### src/shared/htpc_defs.vh
// Purpose: Constants of the timer channel
// Assumes: 10 MHz pclk
// Notes:   Offsets are byte addresses
`ifndef HTPC_DEFS_VH
`define HTPC_DEFS_VH
// ==========================================
// Register offsets
`define HTPC_CTRL_OFS     12'h000
`define HTPC_COUNT_OFS    12'h004
`define HTPC_REPC_OFS     12'h008
`define HTPC_CMD_OFS      12'h00C
`define HTPC_STAT_OFS     12'h010
`define HTPC_CIDX_OFS     12'h014
`define HTPC_CDAT_OFS     12'h018
// ==========================================
// Control fields
`define HTPC_C_MODE       1:0
`define HTPC_C_UNIT       2
`define HTPC_C_OD         3
`define HTPC_C_INV        4
`define HTPC_C_CEDGE      6:5
`define HTPC_C_TSRC       8:7
`define HTPC_C_TEDGE      10:9
`define HTPC_CTRL_RST     11'h000
// Command bits
`define HTPC_K_START      0
`define HTPC_K_STOP       1
`define HTPC_K_LOW        2
`define HTPC_K_HIGH       3
`define HTPC_K_RESET      4
`define HTPC_K_CLRERR     5
// Encodings
`define HTPC_MODE_PWM     2'h1
`define HTPC_MODE_CAP     2'h2
`define HTPC_EDGE_RISE    2'h1
`define HTPC_EDGE_FALL    2'h2
`define HTPC_SRC_NONE     2'h0
`define HTPC_SRC_FIRST    2'h1
`define HTPC_SRC_PIN      2'h2
// ==========================================
// Limits
`define HTPC_DUR_MIN      15'h0001
`define HTPC_DUR_MAX      15'h7FFB
`define HTPC_SUM_MAX      16'h7FFC
`define HTPC_CNT_MAX      15'h7FFC
`define HTPC_REPC_MAX     7'h40
// Timing
`define HTPC_CLK_NS       100
`define HTPC_US_NS        1000
`define HTPC_MS_NS        1000000
// Clock cycles per tick, US_NS and MS_NS over CLK_NS
`define HTPC_US_CYC       14'h000A
`define HTPC_MS_CYC       14'h2710
`endif

### src/htpc_timer.v
// Purpose: One timer channel, PWM output and capture, APB slave
// Assumes: 10 MHz pclk, async active-low reset, pready always high
// Notes:   Capture memory holds 64 entries of 15 bits
//
// Notes on behaviour
// - PWM drives endless low/high rectangular cycles
// - Low then high duration in ticks
// - Durations 1..32763, sum 2..32764
// - Durations loaded only while stopped
// - Duty low over sum, period is sum
// - Force low/high sets pin at once, except in capture mode
// - Inversion flips forced levels too
// - Push-pull or open-drain, push-pull default
// - Inversion complements waveform, off after reset
// - Armed channel starts with first channel
// - Capture count on rise, fall or both
// - Repeat 0..64, zero means 64
// - Pin start trigger edge, default both
// - No trigger after reset, start runs at once
// - Trigger starts counter; first channel, pin, none
// - Third channel lacks pin trigger
// - Captures read by index 0..64, default 0
// - Stop capturing past 32764 ticks
// - Report running, unit, remaining repeats
`timescale 1ns/1ps
`include "htpc_defs.vh"
`default_nettype none

module htpc_timer #(
    parameter        IS_THIRD = 0,
    parameter [13:0] MS_DIV   = `HTPC_MS_CYC
) (
    input  wire        pclk,
    input  wire        presetn,
    input  wire        psel,
    input  wire        penable,
    input  wire        pwrite,
    input  wire [11:0] paddr,
    input  wire [31:0] pwdata,
    output wire [31:0] prdata,
    output wire        pready,
    output wire        pslverr,
    input  wire        first_start,
    input  wire        pin_in,
    output wire        pin_out,
    output wire        pin_oe
);

// ==========================================
// Declarations
// Idle stopped, arm waits for trigger, run counts
localparam [1:0] ST_IDLE = 2'h0;
localparam [1:0] ST_ARM  = 2'h1;
localparam [1:0] ST_RUN  = 2'h2;
localparam [13:0] US_DIV = `HTPC_US_CYC;

reg  [10:0] ctrl_reg;      // Mode and options
reg  [14:0] low_reg;       // Low duration
reg  [14:0] high_reg;      // High duration
reg  [6:0]  repc_reg;      // Repeat setting
reg  [6:0]  cidx_reg;      // Read index
reg  [1:0]  st_reg;        // Channel state
reg  [13:0] pre_reg;       // Prescaler
reg  [14:0] cnt_reg;       // Tick counter
reg         lvl_reg;       // Normal pin level
reg         drv_reg;       // Pin driven
reg  [6:0]  rem_reg;       // Captures left
reg  [6:0]  wp_reg;        // Captures taken
reg         err_reg;       // Sticky error
reg         s1_reg;        // Sync stage 1
reg         s2_reg;        // Sync stage 2
reg         s3_reg;        // Sync stage 3
reg         pl_reg;        // Filtered pin
reg  [31:0] rd_reg;        // Read data
reg  [14:0] mem [0:63];    // Captured values

// APB decode, writes land in the access phase
wire        acc    = psel & penable;
wire        wr     = acc & pwrite;
wire        rd     = acc & ~pwrite;
wire [1:0]  mode   = ctrl_reg[`HTPC_C_MODE];
wire [1:0]  tsrc   = ctrl_reg[`HTPC_C_TSRC];
wire        inv    = ctrl_reg[`HTPC_C_INV];
wire        od     = ctrl_reg[`HTPC_C_OD];
wire        run    = (st_reg == ST_RUN);
wire        stop_d = (st_reg == ST_IDLE);
wire [13:0] div    = ctrl_reg[`HTPC_C_UNIT] ? MS_DIV : US_DIV;
wire        tick   = run & (pre_reg == div - 14'h0001);
wire        rise   = ~pl_reg & s3_reg & (s2_reg == s3_reg);
wire        fall   = pl_reg & ~s3_reg & (s2_reg == s3_reg);
wire        sel_c  = (paddr == `HTPC_CTRL_OFS);
wire        sel_n  = (paddr == `HTPC_COUNT_OFS);
wire        sel_r  = (paddr == `HTPC_REPC_OFS);
wire        sel_k  = (paddr == `HTPC_CMD_OFS);
wire        sel_s  = (paddr == `HTPC_STAT_OFS);
wire        sel_i  = (paddr == `HTPC_CIDX_OFS);
wire        sel_d  = (paddr == `HTPC_CDAT_OFS);
wire        mapped = sel_c | sel_n | sel_r | sel_k | sel_s | sel_i | sel_d;
wire        k_go   = wr & sel_k & pwdata[`HTPC_K_START];
wire        k_stp  = wr & sel_k & pwdata[`HTPC_K_STOP];
wire        k_lo   = wr & sel_k & pwdata[`HTPC_K_LOW];
wire        k_hi   = wr & sel_k & pwdata[`HTPC_K_HIGH];
wire        k_rst  = wr & sel_k & pwdata[`HTPC_K_RESET];
wire        k_ce   = wr & sel_k & pwdata[`HTPC_K_CLRERR];
wire [14:0] n_lo   = pwdata[14:0];
wire [14:0] n_hi   = pwdata[30:16];
wire [15:0] n_sum  = {1'b0, n_lo} + {1'b0, n_hi};

// ==========================================
// Edge selection, zero code means both edges
function edge_hit;
    input [1:0] sel;
    input       r;
    input       f;
    begin
        case (sel)
            `HTPC_EDGE_RISE: edge_hit = r;
            `HTPC_EDGE_FALL: edge_hit = f;
            default:         edge_hit = r | f;
        endcase
    end
endfunction

wire trig_pin = (tsrc == `HTPC_SRC_PIN) & edge_hit(ctrl_reg[`HTPC_C_TEDGE], rise, fall);
wire cap_hit  = run & (mode == `HTPC_MODE_CAP) & edge_hit(ctrl_reg[`HTPC_C_CEDGE], rise, fall);
wire trig     = (st_reg == ST_ARM) & (trig_pin | ((tsrc == `HTPC_SRC_FIRST) & first_start));
wire wr_bad   = wr & ~mapped;

// Bad write checks
// Refused writes show only in the sticky error bit, unmapped ones in pslverr too; CTRL fields held while running show nowhere
wire cnt_bad  = (n_lo < `HTPC_DUR_MIN) | (n_lo > `HTPC_DUR_MAX) | (n_hi < `HTPC_DUR_MIN)
              | (n_hi > `HTPC_DUR_MAX) | (n_sum > `HTPC_SUM_MAX);
wire src_bad  = (pwdata[8:7] == 2'h3) | ((IS_THIRD != 0) & (pwdata[8:7] == `HTPC_SRC_PIN));
wire err_set  = (wr & sel_n & (~stop_d | cnt_bad))
              | (wr & sel_r & (pwdata[6:0] > `HTPC_REPC_MAX))
              | (wr & sel_c & stop_d & src_bad)
              | (wr & sel_i & (pwdata[6:0] > `HTPC_REPC_MAX));

// ==========================================
// Pin input synchroniser and filter
// Stages reset low while an idle pin may sit high; the
// false edge that follows lands while the channel is idle
always @(posedge pclk or negedge presetn) begin
    if (!presetn) begin
        s1_reg <= 1'b0;
        s2_reg <= 1'b0;
        s3_reg <= 1'b0;
        pl_reg <= 1'b0;
    end else begin
        s1_reg <= pin_in;
        s2_reg <= s1_reg;
        s3_reg <= s2_reg;
        // Accept once stages 2 and 3 agree
        if (s2_reg == s3_reg) begin
            pl_reg <= s3_reg;
        end
    end
end

// ==========================================
// Configuration registers
always @(posedge pclk or negedge presetn) begin
    if (!presetn) begin
        ctrl_reg <= `HTPC_CTRL_RST;
        low_reg  <= `HTPC_DUR_MIN;
        high_reg <= `HTPC_DUR_MIN;
        repc_reg <= 7'h00;
        cidx_reg <= 7'h00;
    end else if (k_rst) begin
        ctrl_reg <= `HTPC_CTRL_RST;
        low_reg  <= `HTPC_DUR_MIN;
        high_reg <= `HTPC_DUR_MIN;
        repc_reg <= 7'h00;
        cidx_reg <= 7'h00;
    end else begin
        if (wr & sel_c) begin
            ctrl_reg[`HTPC_C_OD]  <= pwdata[`HTPC_C_OD];
            ctrl_reg[`HTPC_C_INV] <= pwdata[`HTPC_C_INV];
            if (stop_d & ~src_bad) begin
                ctrl_reg[`HTPC_C_MODE]  <= pwdata[`HTPC_C_MODE];
                ctrl_reg[`HTPC_C_UNIT]  <= pwdata[`HTPC_C_UNIT];
                ctrl_reg[`HTPC_C_CEDGE] <= pwdata[`HTPC_C_CEDGE];
                ctrl_reg[`HTPC_C_TSRC]  <= pwdata[`HTPC_C_TSRC];
                ctrl_reg[`HTPC_C_TEDGE] <= pwdata[`HTPC_C_TEDGE];
            end
        end
        if (wr & sel_n & stop_d & ~cnt_bad) begin
            low_reg  <= n_lo;
            high_reg <= n_hi;
        end
        if (wr & sel_r & (pwdata[6:0] <= `HTPC_REPC_MAX)) begin
            repc_reg <= pwdata[6:0];
        end
        if (wr & sel_i & (pwdata[6:0] <= `HTPC_REPC_MAX)) begin
            cidx_reg <= pwdata[6:0];
        end
    end
end

// ==========================================
// Sticky error, set wins over clear
always @(posedge pclk or negedge presetn) begin
    if (!presetn) begin
        err_reg <= 1'b0;
    end else if (err_set | wr_bad) begin
        err_reg <= 1'b1;
    end else if (k_ce | k_rst) begin
        err_reg <= 1'b0;
    end
end

// ==========================================
// Channel state machine and counters
always @(posedge pclk or negedge presetn) begin
    if (!presetn) begin
        st_reg  <= ST_IDLE;
        pre_reg <= 14'h0000;
        cnt_reg <= 15'h0000;
        lvl_reg <= 1'b0;
        drv_reg <= 1'b0;
        rem_reg <= 7'h00;
        wp_reg  <= 7'h00;
    end else if (k_rst) begin
        st_reg  <= ST_IDLE;
        pre_reg <= 14'h0000;
        cnt_reg <= 15'h0000;
        lvl_reg <= 1'b0;
        drv_reg <= 1'b0;
        rem_reg <= 7'h00;
        wp_reg  <= 7'h00;
    end else begin
        // prescaler
        // Held at zero unless running, first tick a full unit after start
        pre_reg <= (~run | tick) ? 14'h0000 : pre_reg + 14'h0001;
        if (k_lo | k_hi) begin
            lvl_reg <= k_hi;
            drv_reg <= 1'b1;
        end
        case (st_reg)
            ST_IDLE: begin
                if (k_go & (mode != 2'h0)) begin
                    cnt_reg <= 15'h0000;
                    wp_reg  <= 7'h00;
                    rem_reg <= (repc_reg == 7'h00) ? `HTPC_REPC_MAX : repc_reg;
                    // no source runs at once, else armed
                    st_reg  <= (tsrc == `HTPC_SRC_NONE) ? ST_RUN : ST_ARM;
                    // PWM always opens with its low part
                    if ((tsrc == `HTPC_SRC_NONE) & (mode == `HTPC_MODE_PWM)) begin
                        lvl_reg <= 1'b0;
                        drv_reg <= 1'b1;
                    end
                end
            end
            ST_ARM: begin
                if (k_stp) begin
                    st_reg <= ST_IDLE;
                end else if (trig) begin
                    st_reg  <= ST_RUN;
                    cnt_reg <= 15'h0000;
                    if (mode == `HTPC_MODE_PWM) begin
                        lvl_reg <= 1'b0;
                        drv_reg <= 1'b1;
                    end
                end
            end
            ST_RUN: begin
                if (k_stp) begin
                    st_reg <= ST_IDLE;
                end else if (mode == `HTPC_MODE_PWM) begin
                    if (tick) begin
                        if (cnt_reg + 15'h0001 == (lvl_reg ? high_reg : low_reg)) begin
                            cnt_reg <= 15'h0000;
                            lvl_reg <= ~lvl_reg;
                        end else begin
                            cnt_reg <= cnt_reg + 15'h0001;
                        end
                    end
                end else begin
                    if (cap_hit) begin
                        wp_reg  <= wp_reg + 7'h01;
                        rem_reg <= rem_reg - 7'h01;
                        // Last capture ends the run
                        if (rem_reg == 7'h01) begin
                            st_reg <= ST_IDLE;
                        end
                    end
                    if (tick) begin
                        if (cnt_reg == `HTPC_CNT_MAX) begin
                            st_reg <= ST_IDLE;
                        end else begin
                            cnt_reg <= cnt_reg + 15'h0001;
                        end
                    end
                end
            end
            default: begin
                st_reg <= ST_IDLE;
            end
        endcase
    end
end

// ==========================================
// Capture memory write
// No reset on the array, stale entries stay hidden by the count
always @(posedge pclk) begin
    if (cap_hit & ~k_rst & ~k_stp) begin
        mem[wp_reg[5:0]] <= cnt_reg;
    end
end

// ==========================================
// Read data register
// Loaded in the setup cycle, shown in the access phase
always @(posedge pclk or negedge presetn) begin
    if (!presetn) begin
        rd_reg <= 32'h0000_0000;
    end else begin
        rd_reg <= 32'h0000_0000;
        if (psel & ~penable & ~pwrite) begin
            if (sel_c) begin
                rd_reg <= {21'h00_0000, ctrl_reg};
            end else if (sel_n) begin
                rd_reg <= {1'b0, high_reg, 1'b0, low_reg};
            end else if (sel_r) begin
                rd_reg <= {25'h000_0000, repc_reg};
            end else if (sel_s) begin
                rd_reg <= {9'h000, wp_reg, 1'b0, rem_reg, 4'h0, err_reg,
                           ctrl_reg[`HTPC_C_UNIT], st_reg == ST_ARM, run};
            end else if (sel_i) begin
                rd_reg <= {25'h000_0000, cidx_reg};
            end else if (sel_d) begin
                // entry at index, unwritten reads zero
                if (cidx_reg < wp_reg) begin
                    rd_reg <= {17'h0_0000, mem[cidx_reg[5:0]]};
                end
            end
        end
    end
end

// ==========================================
// Outputs
assign prdata  = rd & mapped ? rd_reg : 32'h0000_0000;
assign pready  = 1'b1;
assign pslverr = acc & ~mapped;

wire   pin_lvl = lvl_reg ^ inv;
assign pin_out = od ? 1'b0 : pin_lvl;
assign pin_oe  = drv_reg & (mode != `HTPC_MODE_CAP) & (od ? ~pin_lvl : 1'b1);

endmodule

`default_nettype wire

### config.mk
export PLATFORM = sky130hd
export DESIGN_NAME = htpc_timer
export DESIGN_NICKNAME = d
export VERILOG_FILES = /design/src/htpc_timer.v
export VERILOG_INCLUDE_DIRS = /design/src /design/src/shared
export SDC_FILE = /design/constraint.sdc
export NUM_CORES = 1
export LEC_CHECK = 0
export BUFFER_PORTS_ARGS = -buffer_cell sky130_fd_sc_hd__buf_4
export CAP_MARGIN = 10
export CORE_AREA = 2 2 231 404
export DETAILED_ROUTE_END_ITERATION = 8
export DIE_AREA = 0 0 233 406
export PLACE_DENSITY = 0.66
export SLEW_MARGIN = 10
export SYNTH_ARGS = -nofsm -noshare
export SYNTH_HDL_FRONTEND = slang
export SYNTH_SLANG_ARGS = --single-unit
export TNS_END_PERCENT = 1
### constraint.sdc
create_clock -name pclk -period 4.85 [get_ports pclk]
set_input_delay 0.97 -clock pclk [delete_from_list [all_inputs] [get_ports pclk]]
set_output_delay 0.97 -clock pclk [all_outputs]
set_load 0.05 [all_outputs]
==> metrics, run 1 <==
maxcap violations 0; R2R Setup Slk 0.64 ns; reg2reg start cidx_reg[0]; Finished Layout Cells 3897; Worst Tran Pin Value 1.18 ns; Post-CTS Setup Repair Bufs 0; Routability Congestion ~0.96; GRT Resource Usage Total 0.254; drc violations 0; total gr overflow 0; Worst VDD drop 226 µV; Post-Synth Simple-Gate Area 0.0514; RSZ-0062 raised after global routing no; first-pass GRT wire length 171000 µm; Crit. End Element register; vias roughly 24000; CP Buf/Inv Count 1; drt via density 6.16; CTS root buffer clkbuf_16; Hold Buf Count CTS 0; Die Y 406 µm; mean routed wirelength per cell between 30 and 40 µm; # setup viols final 0; CP max-delay cell a222oi_1; critical path required time 5.37 ns; Cells after Synth approximately 2400; Clk Latency, worst-skew pair 0.68 ns; critical path arrival ~4.7 ns; die area 0.0946 mm²; Yosys warning count 0; Tightest Hold Check Type primary input to asynchronous set/reset pin; TNS Setup 0 ns; Layout Utilization 0.559; number of global-route vias before repair 25000; Reg clk slew, reported paths 0.07 ns; mux cell area share after synthesis 0.168; R2R Path End rd_reg[3]; area delta synth->final 12.7%; NumNets Final 2714; Synth cell types 76; Crit Path Category register to register; CTS Buf Count 94; Net Switching 3560 µW; CP startpoint kind register; Starting Density 0.496; Comb power frac 0.017; initial antenna violation count 1; Seq pwr share 0.566; xor/xnor share of the synthesized area 0.00753; most frequent cells in the layout edfxtp_1, mux4_2, buf_4, nor2_1, dfrtp_1; I/O pins 87; switch share 0.198; fill count 6876; top_reg_cell synth edfxtp_1; number of flops mapped to enable cells by yosys 960; Detailed Route WL roughly 120000 µm; ANT nets after route 0; H-tree depth 3; main combinational cell family by area after synthesis multiplexers; Post-Synth Adder-Cell Area 0.00921; mapped cell area 0.0454 mm²; number of flip-flops in the largest register 960; CTS Sinks 1097; sequential cell area fraction in the yosys report 0.711; Slew HR 0.214; Detailed Place HPWL 77900 µm; Fin Clk Skew 0.0391 ns; # rows between 100 and 150; Pins Over Slew Limit 0; fin worst setup slack between 0.6 and 0.7 ns; CP max FO 27; post-synthesis register bit count 1097; layout cell share with drive strength beyond 1 0.265; outcome finished, final reports clean; Max clock buf depth 3; largest net degree at the start of global routing 90; pwr/cell area 351 mW/mm²; Die Width 233 µm; CP top delay family multiplexers; port bufs 81; Pint 14400 µW; most used cell, CP mux4_2; final cycle utilization of the critical path 0.868; drt first pass iters 6; CTS tree done; FFs w/ async S/R, synth 0.125; drt first-iter violations between 2000 and 2500; Cell Chain, Critical Path buf_12 -> mux4_2 -> mux4_2 -> mux4_2 -> a222oi_1 -> o21bai_1; clock group share of total power 0.417; Std-Cell Core Area 0.0914 mm²; placed insts 3727; post-cts resize count 0; Design Power 18000 µW; CP peak stage delay 0.91 ns; compound-gate portion of the synthesized area 0.0342; Lkg Pwr 0.0173 µW; fin crit period 4.21 ns; most common cell after layout, fill and taps aside edfxtp_1; worst slack at placement 0.616 ns; Reg2Reg Depth 6; Mapped Avg Cell Area 18.5 µm²; final hold vios 0; Highest Clock Rate 238 MHz
[Yosys cell counts, drive strengths merged, types with 4 or more instances]
cell / count / share of area
buf: 51 / 0.0065
or4: 10 / 0.0017
nand4: 16 / 0.0022
a22o: 13 / 0.0025
nand3: 61 / 0.0067
nor2: 182 / 0.015
or2: 8 / 0.0011
clkbuf: 87 / 0.0072
a22oi: 13 / 0.0022
a2111oi: 7 / 0.0014
mux2i: 53 / 0.012
ha: 31 / 0.0086
a222oi: 5 / 0.0011
nand2b: 12 / 0.0017
nand2: 63 / 0.0052
or3: 5 / 0.00069
nor4b: 4 / 0.00077
a21oi: 52 / 0.0057
a21o: 9 / 0.0015
nor3: 21 / 0.0023
o211ai: 8 / 0.0013
a31oi: 10 / 0.0014
nor2b: 8 / 0.0011
and3: 16 / 0.0022
dfrtp: 135 / 0.074
o31ai: 5 / 0.00083
nor4: 22 / 0.0032
a211oi: 4 / 0.00066
a221oi: 6 / 0.0012
xnor2: 26 / 0.0050
xor2: 13 / 0.0025
o22ai: 8 / 0.0011
mux4: 314 / 0.16
edfxtp: 960 / 0.64
o21bai: 4 / 0.00066
o21ai: 69 / 0.0076
and2: 39 / 0.0054
inv: 51 / 0.0042
[worst max path at each step]
stage	start	to	slack (ns)	depth (start not counted)
after global routing	cidx_reg[0]	rd_reg[3]	0.59	6
after floorplan	paddr[7]	prdata[0]	1.16	6
final	cidx_reg[0]	rd_reg[3]	0.64	6
after detailed placement	pwdata[0]	low_reg[6]	0.62	12
after CTS	cidx_reg[0]	rd_reg[3]	0.90	6
after global placement	pwdata[0]	low_reg[7]	0.65	12
[worst reg2reg max path, cell delays in order, from the launching register on]
cell	delay, ns
dfrtp_4	0.86
buf_12	0.41
mux4_2	0.56
mux4_2	0.59
mux4_2	0.57
a222oi_1	0.91
o21bai_1	0.16
[through the flow]
stage,hold WS (ns),cell area (µm²)
2_1_floorplan,0.331,45400
3_3_place_gp,0.350,48100
3_5_place_dp,0.341,48100
4_1_cts,0.351,51100
5_1_grt,0.372,51100
6_report,0.363,51100
[kinds of logic (layout without fill, tap and decap cells)]
family / count (synthesis) / after routing
XOR/XNOR: 39 / 39
adder cells (fa/ha/maj): 33 / 33
AO/OA/AOI/OAI: 239 / 239
flip-flops: 1097 / 1097
AND/OR/NAND/NOR: 478 / 478
other: 2 / 4
buffers and inverters: 189 / 445
multiplexers: 370 / 370
[power by group through the flow]
| stage | Combinational (µW) | Clock (µW) | Sequential [µW] |
|---|---|---|---|
| global route | 335 | 7960 | 10100 |
| floorplan | 147 | 0 | 10400 |
| finish | 311 | 7490 | 10200 |
| detailed placement | 308 | 0 | 10400 |
| CTS | 309 | 7630 | 10200 |
| global placement | 303 | 0 | 10400 |
[layer usage]
metal	global-route usage	wire (µm)	share of wire	vias to the layer above
met4	0.141	7210	0.062	2
met5	0	13	0.00011	-
li1	-	-	-	10300
met3	0.0376	6340	0.054	269
met2	0.464	64000	0.55	904
met1	0.283	39500	0.34	12600
[layout make-up]
cell class                 count  area, µm²  area share
clock buffer                 126       2650      0.0519
antenna                        1       2.50   0.0000490
clock inverter                43        393     0.00769
timing repair buffer         225       1780      0.0348
inverter                      51        191     0.00375
multi-input combinational   1162      12300       0.241
sequential                  1097      32300       0.632
tap                         1192       1490      0.0292
No activity file was read; power rests on OpenSTA's default activity.
==> run 2: changes to the inputs <==
--- a/config.mk
+++ b/config.mk
@@ -6,7 +6,7 @@
 export SDC_FILE = /design/constraint.sdc
 export NUM_CORES = 1
 export LEC_CHECK = 0
-export BUFFER_PORTS_ARGS = -buffer_cell sky130_fd_sc_hd__buf_4
+export BUFFER_PORTS_ARGS = -buffer_cell sky130_fd_sc_hd__buf_2
 export CAP_MARGIN = 10
 export CORE_AREA = 2 2 231 404
 export DETAILED_ROUTE_END_ITERATION = 8
==> run 2 against run 1 <==
Flip-flop and latch count did not move; clock skew fell by 0.0061 ns; total power rose by 0.89%; cell count fell by 0.38%; die area did not move; global-route usage fell by 0.38 points; first-iteration DRC count rose by 0.87%; non-clock buffer count fell by 16; count of clock-buffer cells in the layout fell by 18; register-to-register slack improved by 0.16 ns; utilization fell by 0.25 points; fmax rose by 1.8%; critical endpoint is now prdata[26].
==> metrics, run 2 (synthesized netlist as in run 1, its figures left out) <==
H-tree depth 3 (unchanged); Starting Density 0.496 (unchanged); # rows 147 (unchanged); Worst VDD drop 259 µV (was 226 µV); vias 24100 (was 24000); Pint 14500 µW (was 14400 µW); fin crit period 4.14 ns (was 4.21 ns); number of global-route vias before repair 24800 (was 25000); CP max FO 30 (was 27); Tightest Hold Check Type primary input to asynchronous set/reset pin (unchanged); Comb power frac 0.016 (was 0.017); CTS root buffer clkbuf_16 (unchanged); initial antenna violation count 0 (was 1); Lkg Pwr 0.0172 µW (was 0.0173 µW); Post-DP Area 0.0478 mm² (was 0.0481 mm²); ANT nets after route 0 (unchanged); final cycle utilization of the critical path 0.853 (was 0.868); Reg2Reg Depth 11 (was 6); Crit Path Category primary input to primary output (was register to register); port bufs 81 (unchanged); Hold Buf Count CTS 0 (unchanged); Worst Tran Pin Value 1.28 ns (was 1.18 ns); Slew HR 0.147 (was 0.214); CP startpoint kind primary input (was register); pwr/cell area 356 mW/mm² (was 351 mW/mm²); placed insts 3711 (was 3727); Die Y 406 µm (unchanged); largest net degree at the start of global routing 74 (was 90); drc violations 0 (unchanged); R2R Path End cnt_reg[0] (was rd_reg[3]); drt first-iter violations 2425 (was 2404); Detailed Place HPWL 77000 µm (was 77900 µm); final hold vios 0 (unchanged); GRT Resource Usage Total 0.251 (was 0.254); reg2reg start cnt_reg[0] (was cidx_reg[0]); drt via density 6.20 (was 6.16); RSZ-0062 raised after global routing no (unchanged); Routability Congestion 0.970 (was 0.962); area of the multi-input gates 0.0123 mm² (unchanged); fill count 6801 (was 6876); Fin Clk Skew 0.0331 ns (was 0.0391 ns); area delta synth->final 12.2% (was 12.7%); Reg clk slew, reported paths 0.06 ns (was 0.07 ns); Std-Cell Core Area 0.0914 mm² (unchanged); switch share 0.200 (was 0.198); CTS Sinks 1097 (unchanged); total gr overflow 0 (unchanged); I/O pins 87 (unchanged); NumNets Final 2698 (was 2714); Highest Clock Rate 242 MHz (was 238 MHz); outcome finished, final reports clean (unchanged); drt first pass iters 5 (was 6); Pins Over Slew Limit 0 (unchanged); first-pass GRT wire length 168000 µm (was 171000 µm); # setup viols final 0 (unchanged); die area 0.0946 mm² (unchanged); TNS Setup 0 ns (unchanged); Register Area 0.0323 mm² (about the same); most common cell after layout, fill and taps aside edfxtp_1 (unchanged); layout cell share with drive strength beyond 1 0.261 (was 0.265); CTS Buf Count 94 (unchanged); final instance area 0.0509 mm² (was 0.0511 mm²); Max clock buf depth 3 (unchanged); maxcap violations 0 (unchanged); Finished Layout Cells 3882 (was 3897); critical path required time 3.88 ns (was 5.37 ns); post-cts resize count 0 (unchanged); Die Width 233 µm (unchanged); mean routed wirelength per cell 29.9 µm (was 30.0 µm); critical path arrival 3.17 ns (was 4.73 ns); Inserted Diodes 0 (was 1); clock group share of total power 0.423 (was 0.417); CTS tree done (unchanged); number of flip-flops in the largest register 960 (unchanged); Post-CTS Setup Repair Bufs 0 (unchanged); most frequent cells in the layout edfxtp_1, mux4_2, nor2_1, buf_4, dfrtp_1 (was edfxtp_1, mux4_2, buf_4, nor2_1, dfrtp_1); Crit. End Element primary output (was register); R2R Setup Slk 0.80 ns (was 0.64 ns); Seq pwr share 0.561 (was 0.566); Clk Latency, worst-skew pair 0.69 ns (was 0.68 ns); Net Switching 3620 µW (was 3560 µW); Detailed Route WL 116000 µm (was 117000 µm)
[run 2: power groups by stage]
stage	logic, µW	registers [µW]	clock network, µW
final	294	10200	7660
after global routing	318	10200	8120
after CTS	292	10200	7800
after detailed placement	290	10400	0
after global placement	288	10400	0
after floorplan	147	10400	0
[run 2: worst max path at each step]
| stage | cells past startpoint | startpoint | slack, ns | end |
|---|---|---|---|---|
| after floorplan | 6 | paddr[7] | 1.16 | prdata[0] |
| after global placement | 12 | pwdata[0] | 0.53 | low_reg[6] |
| after detailed placement | 12 | pwdata[0] | 0.51 | low_reg[9] |
| after CTS | 7 | paddr[7] | 0.70 | prdata[20] |
| after global routing | 7 | paddr[7] | 0.50 | prdata[19] |
| final | 7 | paddr[7] | 0.71 | prdata[26] |
[run 2: through the flow]
step	power (µW)	hold slack, ns	util	setup WS, ns
floorplan	10500	0.331	-	1.16
global placement	10700	0.344	0.523	0.532
detailed placement	10700	0.357	0.523	0.514
CTS	18300	0.284	0.557	0.698
global route	18600	0.320	0.557	0.500
finish	18100	0.291	0.557	0.715
[run 2: cell type report]
| type | instances | share of cell area |
|---|---|---|
| Sequential cell | 1097 | 0.635 |
| Multi-Input combinational cell | 1162 | 0.242 |
| Clock buffer | 108 | 0.0487 |
| Tap cell | 1192 | 0.0293 |
| Timing Repair Buffer | 209 | 0.0292 |
| Clock inverter | 63 | 0.0123 |
| Inverter | 51 | 0.00376 |
[run 2: critical path, cell delays in order]
cell and delay, ns:
buf_2 0.10, nor4_1 0.38, nand3_1 0.56, nor4b_2 0.40, buf_4 0.31, and2_1 0.17, buf_2 0.26
[run 2: layer usage]
layer	wire length [µm]	part of all wire	GRT usage
met5	0	0	0
met4	7570	0.065	0.149
met3	5800	0.050	0.0308
met2	63400	0.55	0.460
met1	39200	0.34	0.276
